## config.mk

```make
export PLATFORM = sky130hd
export DESIGN_NAME = status_report
export DESIGN_NICKNAME = d
export VERILOG_FILES = /design/src/hdl/status_pkg.sv /design/src/hdl/status_report.sv /design/src/hdl/event_reg.sv /design/src/hdl/remote_fsm.sv
export SDC_FILE = /design/constraint.sdc
export NUM_CORES = 1
export LEC_CHECK = 0
export BUFFER_PORTS_ARGS = -buffer_cell sky130_fd_sc_hd__buf_2
export CAP_MARGIN = 10
export CORE_ASPECT_RATIO = 0.8
export CORE_MARGIN = 1.5
export CORE_UTILIZATION = 54
export DETAILED_ROUTE_END_ITERATION = 8
export PLACE_DENSITY = 0.8
export RECOVER_POWER = 100
export SLEW_MARGIN = 20
export SYNTH_ARGS = -nofsm -noshare
export SYNTH_HDL_FRONTEND = slang
export SYNTH_SLANG_ARGS = --single-unit
```

## constraint.sdc

```tcl
create_clock -name SYS_CLK -period 3.65 [get_ports SYS_CLK]
set_clock_uncertainty 0.1 [all_clocks]
set_input_delay 0.1825 -clock SYS_CLK [delete_from_list [all_inputs] [get_ports SYS_CLK]]
set_output_delay 0.1825 -clock SYS_CLK [all_outputs]
set_load 0.03 [all_outputs]
```

## src/hdl/status_pkg.sv

```systemverilog
// constants for the instrument status reporting block
// assumes one clock, synchronous reset, command strobes decoded upstream
package status_pkg;
  // event register bit positions
  localparam int unsigned EV_POWER_ON   = 7;
  localparam int unsigned EV_CMD_ERR    = 5;
  localparam int unsigned EV_EXEC_ERR   = 4;
  localparam int unsigned EV_ALARM      = 3;
  localparam int unsigned EV_OP_DONE    = 0;
  localparam logic [7:0]  EV_USED_MASK  = 8'hb9;
  localparam logic [7:0]  EV_RESET_VAL  = 8'h80;
  // status byte bit positions
  localparam int unsigned SB_EVENT_SUM  = 5;
  localparam int unsigned SB_MSG_AVAIL  = 4;
  localparam int unsigned SB_BUS_ERR    = 1;
  localparam int unsigned SB_BUS_TMO    = 0;
  localparam int unsigned SB_SUMMARY    = 6;
  localparam logic [7:0]  SB_SRQ_MASK   = 8'h33;
  localparam logic [7:0]  MASK_RESET    = 8'h00;
  localparam logic [7:0]  ZERO_BYTE     = 8'h00;
  typedef enum logic [1:0] {
    RS_LOCAL   = 2'b00,
    RS_REMOTE  = 2'b01,
    RS_LOCKOUT = 2'b10
  } remote_state_t;
endpackage : status_pkg

```

## src/hdl/status_report.sv

```systemverilog
// status reporting and remote state of a bus instrument
// assumes a command decoder supplies one-cycle strobes and data
`timescale 1ns/1ps
`default_nettype none
module status_report
  import status_pkg::*;
(
  input  wire logic          SYS_CLK,
  input  wire logic          RST,
  input  wire logic          CMD_ERR,
  input  wire logic          EXEC_ERR,
  input  wire logic          ALARM,
  input  wire logic          OP_DONE,
  input  wire logic          BUS_ERR,
  input  wire logic          BUS_TMO,
  input  wire logic          QUEUE_NOT_EMPTY,
  input  wire logic          EV_MASK_WR,
  input  wire logic          SRQ_MASK_WR,
  input  wire logic [7:0]    WR_DATA,
  input  wire logic          EV_QUERY,
  input  wire logic          EV_MASK_QUERY,
  input  wire logic          SRQ_MASK_QUERY,
  input  wire logic          STB_QUERY,
  input  wire logic          SERIAL_POLL,
  input  wire logic          CLEAR_STATUS,
  input  wire logic          IFC,
  input  wire logic          DEV_CLEAR,
  input  wire logic          RESET_CMD,
  input  wire logic          REN,
  input  wire logic          LISTEN_ADDR,
  input  wire logic          TALK_ADDR,
  input  wire logic          UNADDRESS,
  input  wire logic          GO_LOCAL,
  input  wire logic          LOCAL_KEY,
  input  wire logic          LOCKOUT_CMD,
  output logic [7:0]         RD_DATA,
  output logic               RD_VALID,
  output logic               SRQ,
  output logic               LISTENER,
  output logic               TALKER,
  output logic               FLUSH,
  output logic               PANEL_ENABLE,
  output logic               LOCAL_KEY_ENABLE,
  output logic [1:0]         REMOTE_STATE
);
  import status_pkg::*;

  // ==========================================================
  // state
  typedef struct packed {
    logic [7:0] ev_mask;
    logic [7:0] srq_mask;
    logic       request_service_bit;
    logic       mss_prev;
    logic       sb_inhibit;
    logic [7:0] rd_data;
    logic       rd_valid;
    logic       srq;
    logic       listener;
    logic       talker;
    logic       flush;
    logic       panel_en;
    logic       key_en;
    logic [1:0] rstate;
  } sr_state_t;

  sr_state_t     st_r;
  sr_state_t     st_nxt;
  logic [7:0]    ev_flags;
  logic [7:0]    ev_set;
  logic          ev_clr;
  logic [7:0]    status_byte;
  logic          event_summary_bit;
  logic          master_summary_bit;
  remote_state_t rstate;

  // ==========================================================
  // event register
  always_comb begin
    ev_set = ZERO_BYTE;
    ev_set[EV_CMD_ERR] = CMD_ERR;
    ev_set[EV_EXEC_ERR] = EXEC_ERR;
    ev_set[EV_ALARM] = ALARM;
    ev_set[EV_OP_DONE] = OP_DONE;
  end

  assign ev_clr = CLEAR_STATUS | DEV_CLEAR | RESET_CMD;

  event_reg u_event (
    .clk      (SYS_CLK),
    .rst      (RST),
    .set_in   (ev_set),
    .read_clr (EV_QUERY),
    .clr      (ev_clr),
    .flags    (ev_flags)
  );

  remote_fsm u_remote (
    .clk         (SYS_CLK),
    .rst         (RST),
    .ren         (REN),
    .listen_addr (LISTEN_ADDR),
    .go_local    (GO_LOCAL),
    .local_key   (LOCAL_KEY),
    .lockout_cmd (LOCKOUT_CMD),
    .dev_clear   (DEV_CLEAR),
    .state       (rstate)
  );

  // ==========================================================
  // status byte summaries
  // event summary bit
  assign event_summary_bit = |(ev_flags & st_r.ev_mask);

  always_comb begin
    status_byte = ZERO_BYTE;
    if (!st_r.sb_inhibit) begin
      status_byte[SB_EVENT_SUM] = event_summary_bit;
      status_byte[SB_MSG_AVAIL] = QUEUE_NOT_EMPTY;
      status_byte[SB_BUS_ERR]   = BUS_ERR;
      status_byte[SB_BUS_TMO]   = BUS_TMO;
    end
  end

  assign master_summary_bit = |(status_byte & st_r.srq_mask & SB_SRQ_MASK);

  // ==========================================================
  // next state
  always_comb begin
    st_nxt = st_r;
    st_nxt.rd_valid = 1'b0;
    st_nxt.flush = 1'b0;
    st_nxt.mss_prev = master_summary_bit;
    // status byte clears hold until its sources (queue, bus error, bus timeout) are all low
    if (st_r.sb_inhibit && !QUEUE_NOT_EMPTY && !BUS_ERR && !BUS_TMO) begin
      st_nxt.sb_inhibit = 1'b0;
    end
    if (!master_summary_bit) begin
      st_nxt.request_service_bit = 1'b0;
    end else if (SERIAL_POLL) begin
      st_nxt.request_service_bit = 1'b0;
    end
    if (master_summary_bit && !st_r.mss_prev) begin
      st_nxt.request_service_bit = 1'b1;
    end
    if (EV_MASK_WR) begin
      st_nxt.ev_mask = WR_DATA;
    end
    if (SRQ_MASK_WR) begin
      st_nxt.srq_mask = WR_DATA;
    end
    if (EV_QUERY) begin
      st_nxt.rd_data = ev_flags;
      st_nxt.rd_valid = 1'b1;
    end else if (EV_MASK_QUERY) begin
      st_nxt.rd_data = st_r.ev_mask;
      st_nxt.rd_valid = 1'b1;
    end else if (SRQ_MASK_QUERY) begin
      st_nxt.rd_data = st_r.srq_mask;
      st_nxt.rd_valid = 1'b1;
    end else if (STB_QUERY) begin
      // summary in bit 6, no clear
      st_nxt.rd_data = status_byte;
      st_nxt.rd_data[SB_SUMMARY] = master_summary_bit;
      st_nxt.rd_valid = 1'b1;
    end else if (SERIAL_POLL) begin
      st_nxt.rd_data = status_byte;
      st_nxt.rd_data[SB_SUMMARY] = st_r.request_service_bit;
      st_nxt.rd_valid = 1'b1;
    end
    if (LISTEN_ADDR) begin
      st_nxt.listener = 1'b1;
    end
    if (TALK_ADDR) begin
      st_nxt.talker = 1'b1;
    end
    if (IFC || UNADDRESS) begin
      st_nxt.listener = 1'b0;
      st_nxt.talker = 1'b0;
    end
    if (CLEAR_STATUS) begin
      st_nxt.sb_inhibit = 1'b1;
      st_nxt.request_service_bit = 1'b0;
      // re-arm the edge so an event landing with the clear still requests
      st_nxt.mss_prev = 1'b0;
    end
    if (DEV_CLEAR || RESET_CMD) begin
      st_nxt.listener = 1'b0;
      st_nxt.talker = 1'b0;
      st_nxt.flush = 1'b1;
      st_nxt.request_service_bit = 1'b0;
      st_nxt.sb_inhibit = 1'b1;
      st_nxt.mss_prev = 1'b0;
    end
    if (RESET_CMD) begin
      st_nxt.ev_mask = MASK_RESET;
      st_nxt.srq_mask = MASK_RESET;
    end
    st_nxt.srq = st_nxt.request_service_bit;
    st_nxt.rstate = rstate;
    st_nxt.panel_en = (rstate == RS_LOCAL);
    st_nxt.key_en = (rstate != RS_LOCKOUT);
  end

  always_ff @(posedge SYS_CLK) begin
    if (RST) begin
      st_r.ev_mask <= MASK_RESET;
      st_r.srq_mask <= MASK_RESET;
      st_r.request_service_bit <= 1'b0;
      st_r.mss_prev <= 1'b0;
      st_r.sb_inhibit <= 1'b0;
      st_r.rd_data <= ZERO_BYTE;
      st_r.rd_valid <= 1'b0;
      st_r.srq <= 1'b0;
      st_r.listener <= 1'b0;
      st_r.talker <= 1'b0;
      st_r.flush <= 1'b1;
      st_r.panel_en <= 1'b1;
      st_r.key_en <= 1'b1;
      st_r.rstate <= RS_LOCAL;
    end else begin
      st_r <= st_nxt;
    end
  end

  assign RD_DATA = st_r.rd_data;
  assign RD_VALID = st_r.rd_valid;
  assign SRQ = st_r.srq;
  assign LISTENER = st_r.listener;
  assign TALKER = st_r.talker;
  assign FLUSH = st_r.flush;
  assign PANEL_ENABLE = st_r.panel_en;
  assign LOCAL_KEY_ENABLE = st_r.key_en;
  assign REMOTE_STATE = st_r.rstate;

  // ==========================================================
  // checks
  property p_ev_bits;
    @(posedge SYS_CLK) disable iff (RST) (ev_flags & ~EV_USED_MASK) == ZERO_BYTE;
  endproperty
  a_ev_bits: assert property (p_ev_bits) else $error("unused event bit set");

  property p_ev_clear;
    @(posedge SYS_CLK) disable iff (RST)
      EV_QUERY && ev_set == ZERO_BYTE |=> ev_flags == ZERO_BYTE;
  endproperty
  a_ev_clear: assert property (p_ev_clear) else $error("event query did not clear");

  property p_exec;
    @(posedge SYS_CLK) disable iff (RST) EXEC_ERR |=> ev_flags[EV_EXEC_ERR];
  endproperty
  a_exec: assert property (p_exec) else $error("exec error not flagged");

  property p_mask_rd;
    @(posedge SYS_CLK) disable iff (RST)
      EV_MASK_WR && !RESET_CMD ##1 !EV_MASK_WR && !RESET_CMD
      ##1 EV_MASK_QUERY && !EV_QUERY && !EV_MASK_WR && !RESET_CMD
      |=> RD_VALID && RD_DATA == $past(WR_DATA, 3);
  endproperty
  a_mask_rd: assert property (p_mask_rd) else $error("mask readback wrong");

  property p_srq_rise;
    @(posedge SYS_CLK) disable iff (RST)
      $rose(master_summary_bit) && !CLEAR_STATUS && !DEV_CLEAR && !RESET_CMD |=> SRQ;
  endproperty
  a_srq_rise: assert property (p_srq_rise) else $error("no request on summary rise");

  property p_stb_q;
    @(posedge SYS_CLK) disable iff (RST)
      STB_QUERY && !EV_QUERY && !EV_MASK_QUERY && !SRQ_MASK_QUERY
      |=> RD_DATA[SB_SUMMARY] == $past(master_summary_bit);
  endproperty
  a_stb_q: assert property (p_stb_q) else $error("status query summary wrong");

  property p_mss_off;
    @(posedge SYS_CLK) disable iff (RST)
      ev_flags == ZERO_BYTE && !QUEUE_NOT_EMPTY && !BUS_ERR && !BUS_TMO
      |-> !master_summary_bit ##1 !SRQ;
  endproperty
  a_mss_off: assert property (p_mss_off) else $error("summary without source");

  property p_dcl;
    @(posedge SYS_CLK) disable iff (RST)
      DEV_CLEAR |=> !LISTENER && !SRQ ##1 REMOTE_STATE == RS_LOCAL;
  endproperty
  a_dcl: assert property (p_dcl) else $error("device clear incomplete");

  property p_rst_mask;
    @(posedge SYS_CLK) disable iff (RST)
      RESET_CMD |=> st_r.ev_mask == MASK_RESET && st_r.srq_mask == MASK_RESET;
  endproperty
  a_rst_mask: assert property (p_rst_mask) else $error("reset left masks");

  property p_ifc;
    @(posedge SYS_CLK) disable iff (RST)
      IFC && !DEV_CLEAR && !RESET_CMD && REN && !GO_LOCAL && !LOCAL_KEY
      && rstate == RS_LOCKOUT |=> rstate == RS_LOCKOUT && !LISTENER;
  endproperty
  a_ifc: assert property (p_ifc) else $error("interface clear changed lockout");
endmodule : status_report
`default_nettype wire

```

## src/hdl/event_reg.sv

```systemverilog
// sticky event register with read-to-clear
// assumes event pulses are synchronous to SYS_CLK
`timescale 1ns/1ps
`default_nettype none
module event_reg (
  input  wire logic       clk,
  input  wire logic       rst,
  input  wire logic [7:0] set_in,
  input  wire logic       read_clr,
  input  wire logic       clr,
  output logic      [7:0] flags
);
  import status_pkg::*;
  typedef struct packed {
    logic [7:0] flags;
  } ev_state_t;
  ev_state_t st_r;
  ev_state_t st_nxt;
  always_comb begin
    st_nxt = st_r;
    if (read_clr || clr) begin
      st_nxt.flags = ZERO_BYTE;
    end
    // set wins over a clear in the same cycle
    st_nxt.flags = (st_nxt.flags | set_in) & EV_USED_MASK;
  end
  always_ff @(posedge clk) begin
    if (rst) begin
      st_r.flags <= EV_RESET_VAL;
    end else begin
      st_r <= st_nxt;
    end
  end
  assign flags = st_r.flags;
endmodule : event_reg
`default_nettype wire

```

## src/hdl/remote_fsm.sv

```systemverilog
// local / remote / lockout state machine
// assumes bus commands arrive as one-cycle strobes
`timescale 1ns/1ps
`default_nettype none
module remote_fsm
  import status_pkg::*;
(
  input  wire logic          clk,
  input  wire logic          rst,
  input  wire logic          ren,
  input  wire logic          listen_addr,
  input  wire logic          go_local,
  input  wire logic          local_key,
  input  wire logic          lockout_cmd,
  input  wire logic          dev_clear,
  output remote_state_t      state
);
  typedef struct packed {
    remote_state_t rs;
  } rm_state_t;
  rm_state_t st_r;
  rm_state_t st_nxt;
  always_comb begin
    st_nxt = st_r;
    unique case (st_r.rs)
      RS_LOCAL: begin
        if (ren && lockout_cmd) begin
          st_nxt.rs = RS_LOCKOUT;
        end else if (ren && listen_addr && !go_local) begin
          st_nxt.rs = RS_REMOTE;
        end
      end
      RS_REMOTE: begin
        if (local_key || go_local) begin
          st_nxt.rs = RS_LOCAL;
        end else if (lockout_cmd) begin
          st_nxt.rs = RS_LOCKOUT;
        end
      end
      RS_LOCKOUT: begin
        // panel local key has no effect here
        if (go_local) begin
          st_nxt.rs = RS_LOCAL;
        end
      end
      default: st_nxt.rs = RS_LOCAL;
    endcase
    if (!ren || dev_clear) begin
      st_nxt.rs = RS_LOCAL;
    end
  end
  always_ff @(posedge clk) begin
    if (rst) begin
      st_r.rs <= RS_LOCAL;
    end else begin
      st_r <= st_nxt;
    end
  end
  assign state = st_r.rs;
endmodule : remote_fsm
`default_nettype wire

```

==> results.py, run 1 <==
metrics = {
    "run_status": {
        "status": "complete, but fails checks",
        "failed_checks": "hold timing",
    },
    "cts": {
        "post_cts_buffers": 0,
        "numCtsBuffers": 5,
        "cts_tree": "yes",
        "cts_sinks": 42,
        "root_buffer": "clkbuf_8",
        "path_clk_slew_ns": 0.08,
        "cts_buffer_depth": 2,
        "clk_latency_ns": 0.29,
        "h-tree-depth": 2,
    },
    "yosys": {
        "synth.top_cells.by_count": "42 x dfxtp_1, 31 x nor2_1, 20 x nand2_1",
        "syn_avg_cell_area_um2": 9.07,
        "yosys_register_bits": 42,
        "yosys.area.top_type": "dfxtp_1",
        "synth_top_area_share_pct": 47.1,
        "synth_cell_types": 41,
        "synth_nets": 232,
        "ys_warn_count": 0,
        "synth_edf_count": 0,
        "postSynthCellCount": 197,
        "synth_flop_cell": "dfxtp_1",
        "postSynth.asyncResetShare_pct": 0,
        "synth_area_leaders": "dfxtp_1 47%, mux2i_1 9.0%, nor2_1 6.5%, buf_4 4.2%, nand2_1 4.2%",
        "yosysSeqAreaShare_pct": 47.1,
        "synth_most_common_cell": "dfxtp_1",
        "synth.cell_area_um2": 1790,
    },
    "die": {
        "die_w_um": 67.3,
        "die_y_um": 54.5,
        "ioPinCount": 52,
        "placementRows": 18,
        "initial_core_util_pct": 57.1,
        "die_area_um2": 3670,
        "core_um2": 3130,
    },
    "detailed_routing": {
        "ant_nets": 0,
        "drt_wl_total_mm": 3.82,
        "drtIter0Drc": 117,
        "vias_per_cell": 5.53,
        "drtPass1Iterations": 4,
        "drc_errors": 0,
        "wl_per_cell_um": 13.6,
        "num_vias": 1547,
    },
    "timing": {
        "hold_viol_final": 1,
        "hold_slack_ns": -0.00221,
        "post-route-min-period_ns": 1.73,
        "tightest_slew_ns": 0.925,
        "finalSetupViolations": 0,
        "final_max_slew_viol_count": 0,
        "max-slew-margin-rel_pct": 38.3,
        "final.setup.tns_ns": 0,
        "fmax_ghz": 0.578,
        "fin_crit_sh_pct": 47.4,
        "rsz0062_at_grt": "no",
    },
    "job": {
        "drv_cap": 0,
    },
    "global_route": {
        "grt_pass1_wl_mm": 6.11,
        "grt_max_degree": 20,
        "grt-ovfl-total": 0,
        "antenna_found_initial": 0,
        "grt_pass1_vias": 1336,
        "grtUsageTotal_pct": 22.6,
    },
    "pwr": {
        "p_switching_mw": 0.223,
        "p_per_area_nw_per_um2": 487,
        "switching_share_pct": 21.7,
        "combPwrFrac_pct": 9.4,
        "vdd_drop_max_v": 0.000349,
        "p_total_mw": 1.03,
        "p_seq_share_pct": 47.1,
        "power_frac_clock_pct": 43.5,
        "p_int_mw": 0.805,
        "total_leakage_power_nw": 0.872,
    },
    "layout": {
        "fin_util_pct": 67.4,
        "fin_nets": 274,
        "diodes": 0,
        "drive_gt1_share_pct": 17.5,
        "syn_to_final_growth_pct": 18.1,
        "nFillCells": 276,
    },
    "place": {
        "place.gp.congestion": 0.864,
        "place_hpwl_mm": 2.69,
        "io_buffers": 51,
    },
    "setup_path": {
        "arrival_ns": 1.82,
        "worstPathRequired_ns": 3.74,
        "end_kind": "flip-flop",
        "start_kind": "input pin",
        "worstSetupPathType": "in -> reg",
        "cp_max_fo": 19,
    },
    "hold_path": {
        "hold_path.class": "in -> reg",
    },
}
==> state kept, by name, indices dropped and copies added, names as in the netlist <==
name	cells
FLUSH	1
LISTENER	1
LOCAL_KEY_ENABLE	1
PANEL_ENABLE	1
RD_DATA	8
RD_VALID	1
REMOTE_STATE	2
SRQ	1
TALKER	1
st_r	18
u_event.flags	5
u_remote.state	2
==> routing by layer <==
| metal | wire length [µm] | track usage, % | vias to the layer above |
|---|---|---|---|
| met5 | 0 | 0 | - |
| met4 | 68 | 9.18 | 0 |
| met3 | 242 | 5.35 | 9 |
| met2 | 1750 | 36.8 | 55 |
| met1 | 1750 | 29.3 | 718 |
| li1 | - | - | 765 |
==> power by group through the flow <==
stage	clock, mW	sequential (mW)	combinational (mW)
5_1_grt	0.469	0.486	0.108
4_1_cts	0.447	0.484	0.0991
6_report	0.447	0.484	0.0965
3_5_place_dp	0	0.494	0.0954
2_1_floorplan	0	0.494	0.0647
3_3_place_gp	0	0.494	0.0939
==> worst paths after layout <==
| kind | to | cells past startpoint | slack (ns) | from |
|---|---|---|---|---|
| max | st_r[18]$_SDFF_PP0_ | 4 | 1.92 | RST |
| min | u_event.flags[4]$_SDFF_PP0_ | 3 | -0.002 | EXEC_ERR |
| min reg2reg | SRQ$_SDFFE_PP0P_ | 1 | 0.33 | st_r[18]$_SDFF_PP0_ |
| max reg2reg | RD_DATA[6]$_SDFFE_PP0P_ | 4 | 2.12 | u_event.flags[5]$_SDFF_PP0_ |
==> final cells by class <==
cell class,count,area [µm²],share of cell area [%]
inverter,3,11.3,0.533
timing repair buffer,56,274,13.0
clock buffer,6,82.6,3.91
multi-input combinational,131,792,37.5
clock inverter,2,60.1,2.85
sequential,42,841,39.8
tap,40,50.0,2.37
==> critical path, stage by stage <==
cell,delay (ns)
clkbuf_1,0.55
or2_0,0.79
or3_1,0.24
nor3_1,0.05
==> layout by cell type (no fill, tap or decap), types with 2 or more instances in the layout <==
cell type      Yosys  final
dlygate4sd3_1      0      4
nor3_1             4      4
a221o_1            2      2
inv_1              3      3
nor4_1             3      3
o311ai_0           2      2
buf_2              5     31
o21ai_0            5      5
mux2i_1           16     16
clkbuf_1           4     21
clkbuf_8           0      6
nor2b_1            2      2
a22oi_1            2      2
a221oi_1           2      2
nand2_1           20     20
and3b_1            2      2
bufinv_16          0      2
or3_1              2      3
nor2_1            31     31
a21oi_1           13     13
dfxtp_1           42     42
nor4b_1            2      2
nand2b_1           4      4
==> cells by family (layout without fill, tap and decap cells) <==
family / count (synthesis) / count (layout) / synth area share, %
buffers and inverters: 24 / 67 / 8.33
and+or+nand+nor: 76 / 76 / 20.3
DFF: 42 / 42 / 47.1
muxes: 17 / 17 / 9.59
AOI/OAI and AO/OA: 38 / 38 / 14.7
==> what timing repair did <==
item	CTS	global route
hold endpoints to repair	3	0
resized for setup	0	0
hold buffers	4	0
==> per-stage QoR <==
stage	cell area, µm²	instances	setup slack (ns)
finish	2110	280	1.92
global route	2110	280	1.70
CTS	2140	280	2.14
detailed placement	1960	268	1.96
global placement	1960	268	2.00
floorplan	1790	197	2.26
No activity file was read; power rests on OpenSTA's default activity.
==> run 2: changes to the inputs <==
--- a/config.mk
+++ b/config.mk
@@ -9,9 +9,9 @@
 export CAP_MARGIN = 10
 export CORE_ASPECT_RATIO = 0.8
 export CORE_MARGIN = 1.5
-export CORE_UTILIZATION = 54
+export CORE_UTILIZATION = 51
 export DETAILED_ROUTE_END_ITERATION = 8
-export PLACE_DENSITY = 0.8
+export PLACE_DENSITY = 0.76
 export RECOVER_POWER = 100
 export SLEW_MARGIN = 20
 export SYNTH_ARGS = -nofsm -noshare
==> constraint.sdc (replaced) <==
create_clock -name SYS_CLK -period 1.6 [get_ports SYS_CLK]
set_clock_uncertainty 0.1 [all_clocks]
set_input_delay 0.08 -clock SYS_CLK [delete_from_list [all_inputs] [get_ports SYS_CLK]]
set_output_delay 0.08 -clock SYS_CLK [all_outputs]
set_load 0.03 [all_outputs]
==> run 2 against run 1 <==
  * The flow now finishes without violations
  * Via count increased by 3.2%
  * Count of clock-buffer cells in the layout unchanged
  * Core utilization increased by 0.19 points
  * Non-clock buffer count increased by 27
  * Critical path depth unchanged
  * Register-to-register slack got worse by 2.0 ns
  * Sequential power increased by 130%
  * Clock power increased by 50%
  * First-iteration DRC count decreased by 7.7%
  * Combinational power increased to 2.8 times the previous value
  * Worst setup slack got worse by 1.8 ns
  * Critical endpoint is now RD_DATA[1]$_SDFFE_PP0P_
==> results.py, run 2 (synthesis results as in run 1) <==
metrics = {
    "die": {
        "die_area_um2": 3870,
        "placementRows": 19,
        "die_w_um": 69.2,
        "core_um2": 3400,
        "initial_core_util_pct": 52.6,
        "die_y_um": 55.9,
        "ioPinCount": 52,
    },
    "pwr": {
        "p_total_mw": 2.04,
        "p_seq_share_pct": 54.2,
        "vdd_drop_max_v": 0.000703,
        "power_frac_clock_pct": 32.8,
        "p_int_mw": 1.54,
        "total_leakage_power_nw": 0.943,
        "p_switching_mw": 0.503,
        "p_per_area_nw_per_um2": 887,
        "switching_share_pct": 24.7,
        "combPwrFrac_pct": 13.1,
    },
    "cts": {
        "cts_tree": "yes",
        "cts_buffer_depth": 2,
        "root_buffer": "clkbuf_8",
        "h-tree-depth": 2,
        "numCtsBuffers": 5,
        "clk_latency_ns": 0.30,
        "ctsResizeCount": 0,
        "path_clk_slew_ns": 0.07,
        "cts_sinks": 42,
    },
    "place": {
        "place.gp.congestion": 0.837,
        "pre_cts_slack_ns": 0.137,
        "io_buffers": 51,
        "dp.cells": 276,
        "place_hpwl_mm": 2.98,
        "dpl-instance-area_um2": 2010,
    },
    "global_route": {
        "grtUsageTotal_pct": 23.9,
        "grt_max_degree": 17,
        "grt_pass1_wl_mm": 7.08,
        "antenna_found_initial": 0,
        "grt-ovfl-total": 0,
        "grt_pass1_vias": 1578,
    },
    "layout": {
        "fin_nets": 301,
        "fin_util_pct": 67.6,
        "drive_gt1_share_pct": 14.0,
        "multiInputGateArea_um2": 797,
        "most-common-layout-cells": "42 x dfxtp_1, 31 x nor2_1, 30 x clkbuf_1",
        "nFillCells": 313,
        "regArea_um2": 841,
        "layout_commonest_cell": "dfxtp_1",
        "diodes": 0,
        "syn_to_final_growth_pct": 28.6,
        "fin_cells": 307,
        "postLayoutCellArea_um2": 2300,
        "largest-register": "st_r",
        "largest_reg_flops": 18,
    },
    "timing": {
        "finalSetupViolations": 0,
        "max-slew-margin-rel_pct": 71.0,
        "hold_slack_ns": 0.0134,
        "final.setup.tns_ns": 0,
        "fmax_ghz": 0.667,
        "rsz0062_at_grt": "no",
        "post-route-min-period_ns": 1.50,
        "setup_slack_ns": 0.101,
        "fin_crit_sh_pct": 93.7,
        "hold_viol_final": 0,
        "final_max_slew_viol_count": 0,
        "tightest_slew_ns": 0.434,
    },
    "detailed_routing": {
        "drt_wl_total_mm": 4.31,
        "wl_per_cell_um": 14.0,
        "drtIter0Drc": 108,
        "ant_nets": 0,
        "drc_errors": 0,
        "drtPass1Iterations": 4,
        "vias_per_cell": 5.20,
        "num_vias": 1597,
    },
    "hold_path": {
        "hold_path.class": "in -> reg",
    },
    "setup_path": {
        "cp_max_fo": 5,
        "worstSetupPathType": "reg -> reg",
        "arrival_ns": 1.65,
        "worstPathRequired_ns": 1.75,
        "start_kind": "flip-flop",
        "end_kind": "flip-flop",
    },
    "run_status": {
        "status": "complete, no violations",
    },
    "job": {
        "drv_cap": 0,
    },
}
## run 2: final timing paths
kind,startpoint,end,slack (ns),depth (start not counted)
setup / recovery,st_r[17]$_SDFFE_PP0P_,RD_DATA[1]$_SDFFE_PP0P_,0.10,4
setup reg to reg,st_r[17]$_SDFFE_PP0P_,RD_DATA[1]$_SDFFE_PP0P_,0.10,4
hold reg to reg,st_r[18]$_SDFF_PP0_,SRQ$_SDFFE_PP0P_,0.35,1
hold / removal,BUS_TMO,st_r[17]$_SDFFE_PP0P_,0.01,3
## run 2: per-layer routing
metal,global-route usage [%],up-vias,wire length (µm)
li1,-,815,-
met1,32.6,721,2080
met2,35.3,47,1900
met3,5.07,14,186
met4,13.7,0,142
met5,0,-,0
## run 2: area by class of cell
| cell class | instances | share of cell area [%] |
|---|---|---|
| Tap cell | 42 | 2.29 |
| Inverter | 3 | 0.490 |
| Sequential cell | 42 | 36.6 |
| Clock buffer | 6 | 3.59 |
| Timing Repair Buffer | 83 | 22.4 |
| Multi-Input combinational cell | 131 | 34.7 |
## run 2: worst max-delay path: stages, from the launching register on
cell	delay, ns
dfxtp_1	0.36
o21bai_1	0.23
or3b_2	0.48
a21oi_1	0.16
o21a_1	0.13
## run 2: power by group through the flow
stage	Combinational (mW)	Clock, mW	Sequential, mW
2_1_floorplan	0.148	0	1.13
5_1_grt	0.292	0.724	1.11
3_5_place_dp	0.231	0	1.13
6_report	0.266	0.669	1.10
3_3_place_gp	0.229	0	1.13
4_1_cts	0.271	0.683	1.10
## run 2: timing repair
item	CTS	global route
setup endpoints to repair	0	0
buffers inserted	0	0
hold endpoints to repair	31	0
hold buffers	25	0
==> run 3: changes to the inputs <==
--- a/config.mk
+++ b/config.mk
@@ -9,11 +9,12 @@
 export CAP_MARGIN = 10
 export CORE_ASPECT_RATIO = 0.8
 export CORE_MARGIN = 1.5
-export CORE_UTILIZATION = 51
+export CORE_UTILIZATION = 52
 export DETAILED_ROUTE_END_ITERATION = 8
 export PLACE_DENSITY = 0.76
 export RECOVER_POWER = 100
 export SLEW_MARGIN = 20
 export SYNTH_ARGS = -nofsm -noshare
 export SYNTH_HDL_FRONTEND = slang
+export SYNTH_HIERARCHICAL = 1
 export SYNTH_SLANG_ARGS = --single-unit
==> run 3 against run 2 <==
  * Global-route usage down 0.52 points
  * Worst setup slack worse by 0.049 ns
  * Clock power down 3%
  * Count of clock-buffer cells in the layout up 1
  * Sequential power about the same
  * Sequential share of layout area down 0.72 points
  * Cell count up 3.6%
  * Total power up 1.5%
  * Critical path type is now in -> reg
  * Largest cell class is now multi-input combinational cells
==> results.py, run 3 <==
metrics = {
    "pwr": {
        "vdd_drop_max_v": 0.000613,
        "p_per_area_nw_per_um2": 883,
        "p_int_mw": 1.52,
        "p_switching_mw": 0.553,
        "power_frac_clock_pct": 31.5,
        "total_leakage_power_nw": 0.978,
        "p_total_mw": 2.07,
        "p_seq_share_pct": 53.8,
        "combPwrFrac_pct": 14.7,
        "switching_share_pct": 26.7,
    },
    "die": {
        "die_area_um2": 4120,
        "die_y_um": 57.7,
        "placementRows": 19,
        "core_um2": 3490,
        "initial_core_util_pct": 55.7,
        "die_w_um": 71.4,
        "ioPinCount": 52,
    },
    "detailed_routing": {
        "drc_errors": 0,
        "drt_wl_total_mm": 4.54,
        "drtIter0Drc": 151,
        "drtPass1Iterations": 4,
        "vias_per_cell": 5.35,
        "ant_nets": 0,
        "wl_per_cell_um": 14.3,
        "num_vias": 1702,
    },
    "cts": {
        "clk_latency_ns": 0.30,
        "cts_sinks": 42,
        "cts_buffer_depth": 2,
        "cts_tree": "yes",
        "post_cts_buffers": 0,
        "root_buffer": "clkbuf_8",
        "h-tree-depth": 2,
        "path_clk_slew_ns": 0.07,
        "numCtsBuffers": 5,
    },
    "job": {
        "drv_cap": 0,
    },
    "hold_path": {
        "hold_path.class": "in -> reg",
    },
    "yosys": {
        "synth_flop_cell": "dfxtp_1",
        "synth_top_area_share_pct": 43.2,
        "postSynthCellCount": 216,
        "synthSimpleGateAreaFrac_pct": 19.9,
        "yosys.area.top_type": "dfxtp_1",
        "ys_warn_count": 6,
        "yosys_register_bits": 42,
        "synth_top_family_by_area": "simple AND/OR/NAND/NOR gates",
        "synth.cell_area_um2": 1950,
        "muxShareOfSynthArea_pct": 8.75,
        "synth_most_common_cell": "dfxtp_1",
        "yosysSeqAreaShare_pct": 43.2,
        "synth_compound_area_share_pct": 17.8,
        "synth_cell_types": 44,
        "syn_avg_cell_area_um2": 9.01,
        "synth_edf_count": 0,
        "postSynth.asyncResetShare_pct": 0,
        "yosys.area_share.xor_xnor_pct": 0,
        "synth.top_cells.by_count": "42 x dfxtp_1, 29 x nor2_1, 17 x mux2i_1",
        "synth_area_leaders": "dfxtp_1 43%, mux2i_1 8.7%, nor2_1 5.6%, buf_4 5.0%, a21oi_1 3.6%",
        "synth_fa_ha_area_share_pct": 0,
    },
    "layout": {
        "fin_cells": 318,
        "postLayoutCellArea_um2": 2340,
        "largest-register": "st_r",
        "syn_to_final_growth_pct": 20.5,
        "fin_util_pct": 67.1,
        "most-common-layout-cells": "42 x dfxtp_1, 30 x clkbuf_1, 29 x nor2_1",
        "diodes": 0,
        "largest_reg_flops": 18,
        "drive_gt1_share_pct": 13.4,
        "layout_commonest_cell": "dfxtp_1",
        "fin_nets": 311,
    },
    "setup_path": {
        "start_kind": "input pin",
        "max_stage_delay_ns": 0.55,
        "end_kind": "flip-flop",
        "worstPathRequired_ns": 1.73,
        "cp_cell_sequence": "dlygate4sd3_1 > buf_2 > or3_4 > or3b_1 > a21oi_1",
        "cp_max_fo": 6,
        "worstSetupPathType": "in -> reg",
        "slowest_stage": "dlygate4sd3_1",
        "arrival_ns": 1.68,
    },
    "timing": {
        "final_max_slew_viol_count": 0,
        "max-slew-margin-rel_pct": 56.2,
        "final.setup.tns_ns": 0,
        "fin_crit_sh_pct": 96.8,
        "rsz0062_at_grt": "no",
        "hold_slack_ns": 0.0197,
        "fmax_ghz": 0.646,
        "post-route-min-period_ns": 1.55,
        "tightest_slew_ns": 0.651,
        "finalSetupViolations": 0,
        "hold_viol_final": 0,
        "setup_slack_ns": 0.0512,
    },
    "place": {
        "place_hpwl_mm": 3.17,
        "pre_cts_slack_ns": 0.210,
        "io_buffers": 51,
        "dp.cells": 293,
        "dpl-instance-area_um2": 2150,
        "place.gp.congestion": 0.841,
    },
    "run_status": {
        "status": "complete, no violations",
    },
    "global_route": {
        "grt_pass1_wl_mm": 7.34,
        "antenna_found_initial": 0,
        "grt_pass1_vias": 1525,
        "grt-ovfl-total": 0,
        "grt_max_degree": 20,
        "grtUsageTotal_pct": 23.4,
    },
}
==> run 3: changes by cell type in the layout (fill, tap and decap cells not counted), sizes merged, moves of 3 or more <==
cell         delta
inv             +9
nand2           -9
dlygate4sd3     -7
a21oi           +4
conb            +4
o41ai           +3
or3b            +3
==> run 3: layout make-up <==
type                       instances  area (µm²)
clock buffer                       7        76.3
fill                             321        1150
inverter                          12        47.5
multi-input combinational        141         892
sequential                        42         841
tap                               42        52.6
timing repair buffer              74         435
==> run 3: metal layers <==
metal	vias up	routed length (µm)	track usage [%]
met5	-	0	0
met4	0	80	9.70
met3	9	276	5.91
met2	58	1860	32.5
met1	769	2330	34.5
li1	866	-	-
==> run 3: worst max-delay path: cells and delay by family <==
family / cells / cell delay [ns]
AO/OA/AOI/OAI: 1 / 0.15
buffers and inverters: 2 / 0.70
AND/OR/NAND/NOR: 2 / 0.76
==> run 3: power by group through the flow <==
stage               Clock, mW  Sequential [mW]  Combinational [mW]
floorplan                   0             1.14               0.193
global placement            0             1.14               0.278
detailed placement          0             1.14               0.283
CTS                     0.649             1.11               0.313
global route            0.699             1.12               0.333
finish                  0.651             1.11               0.304
==> run 3: repair_timing <==
action / 4_1_cts / 5_1_grt
setup endpoints to repair: 0 / 4
endpoints found under the hold margin: 25 / 0
resized for setup: 0 / 1
hold buffers: 18 / 0
==> run 3: kinds of logic (layout without fill, tap and decap cells) <==
group,Yosys count,in the layout
AO/OA/AOI/OAI,47,47
buffers and inverters,35,93
flip-flops,42,42
multiplexers,17,17
other,2,4
AND/OR/NAND/NOR,73,73
==> run 3: final timing paths <==
check                         from                             end  slack, ns  depth (start not counted)
min reg2reg    st_r[18]$_SDFF_PP0_                SRQ$_SDFFE_PP0P_       0.35                          1
max reg2reg  st_r[17]$_SDFFE_PP0P_         RD_DATA[4]$_SDFFE_PP0P_       0.13                          3
max                   CLEAR_STATUS     u_event/flags[5]$_SDFF_PP0_       0.05                          5
min                            RST  u_remote/state[1]$_SDFFE_PP0P_       0.02                          4
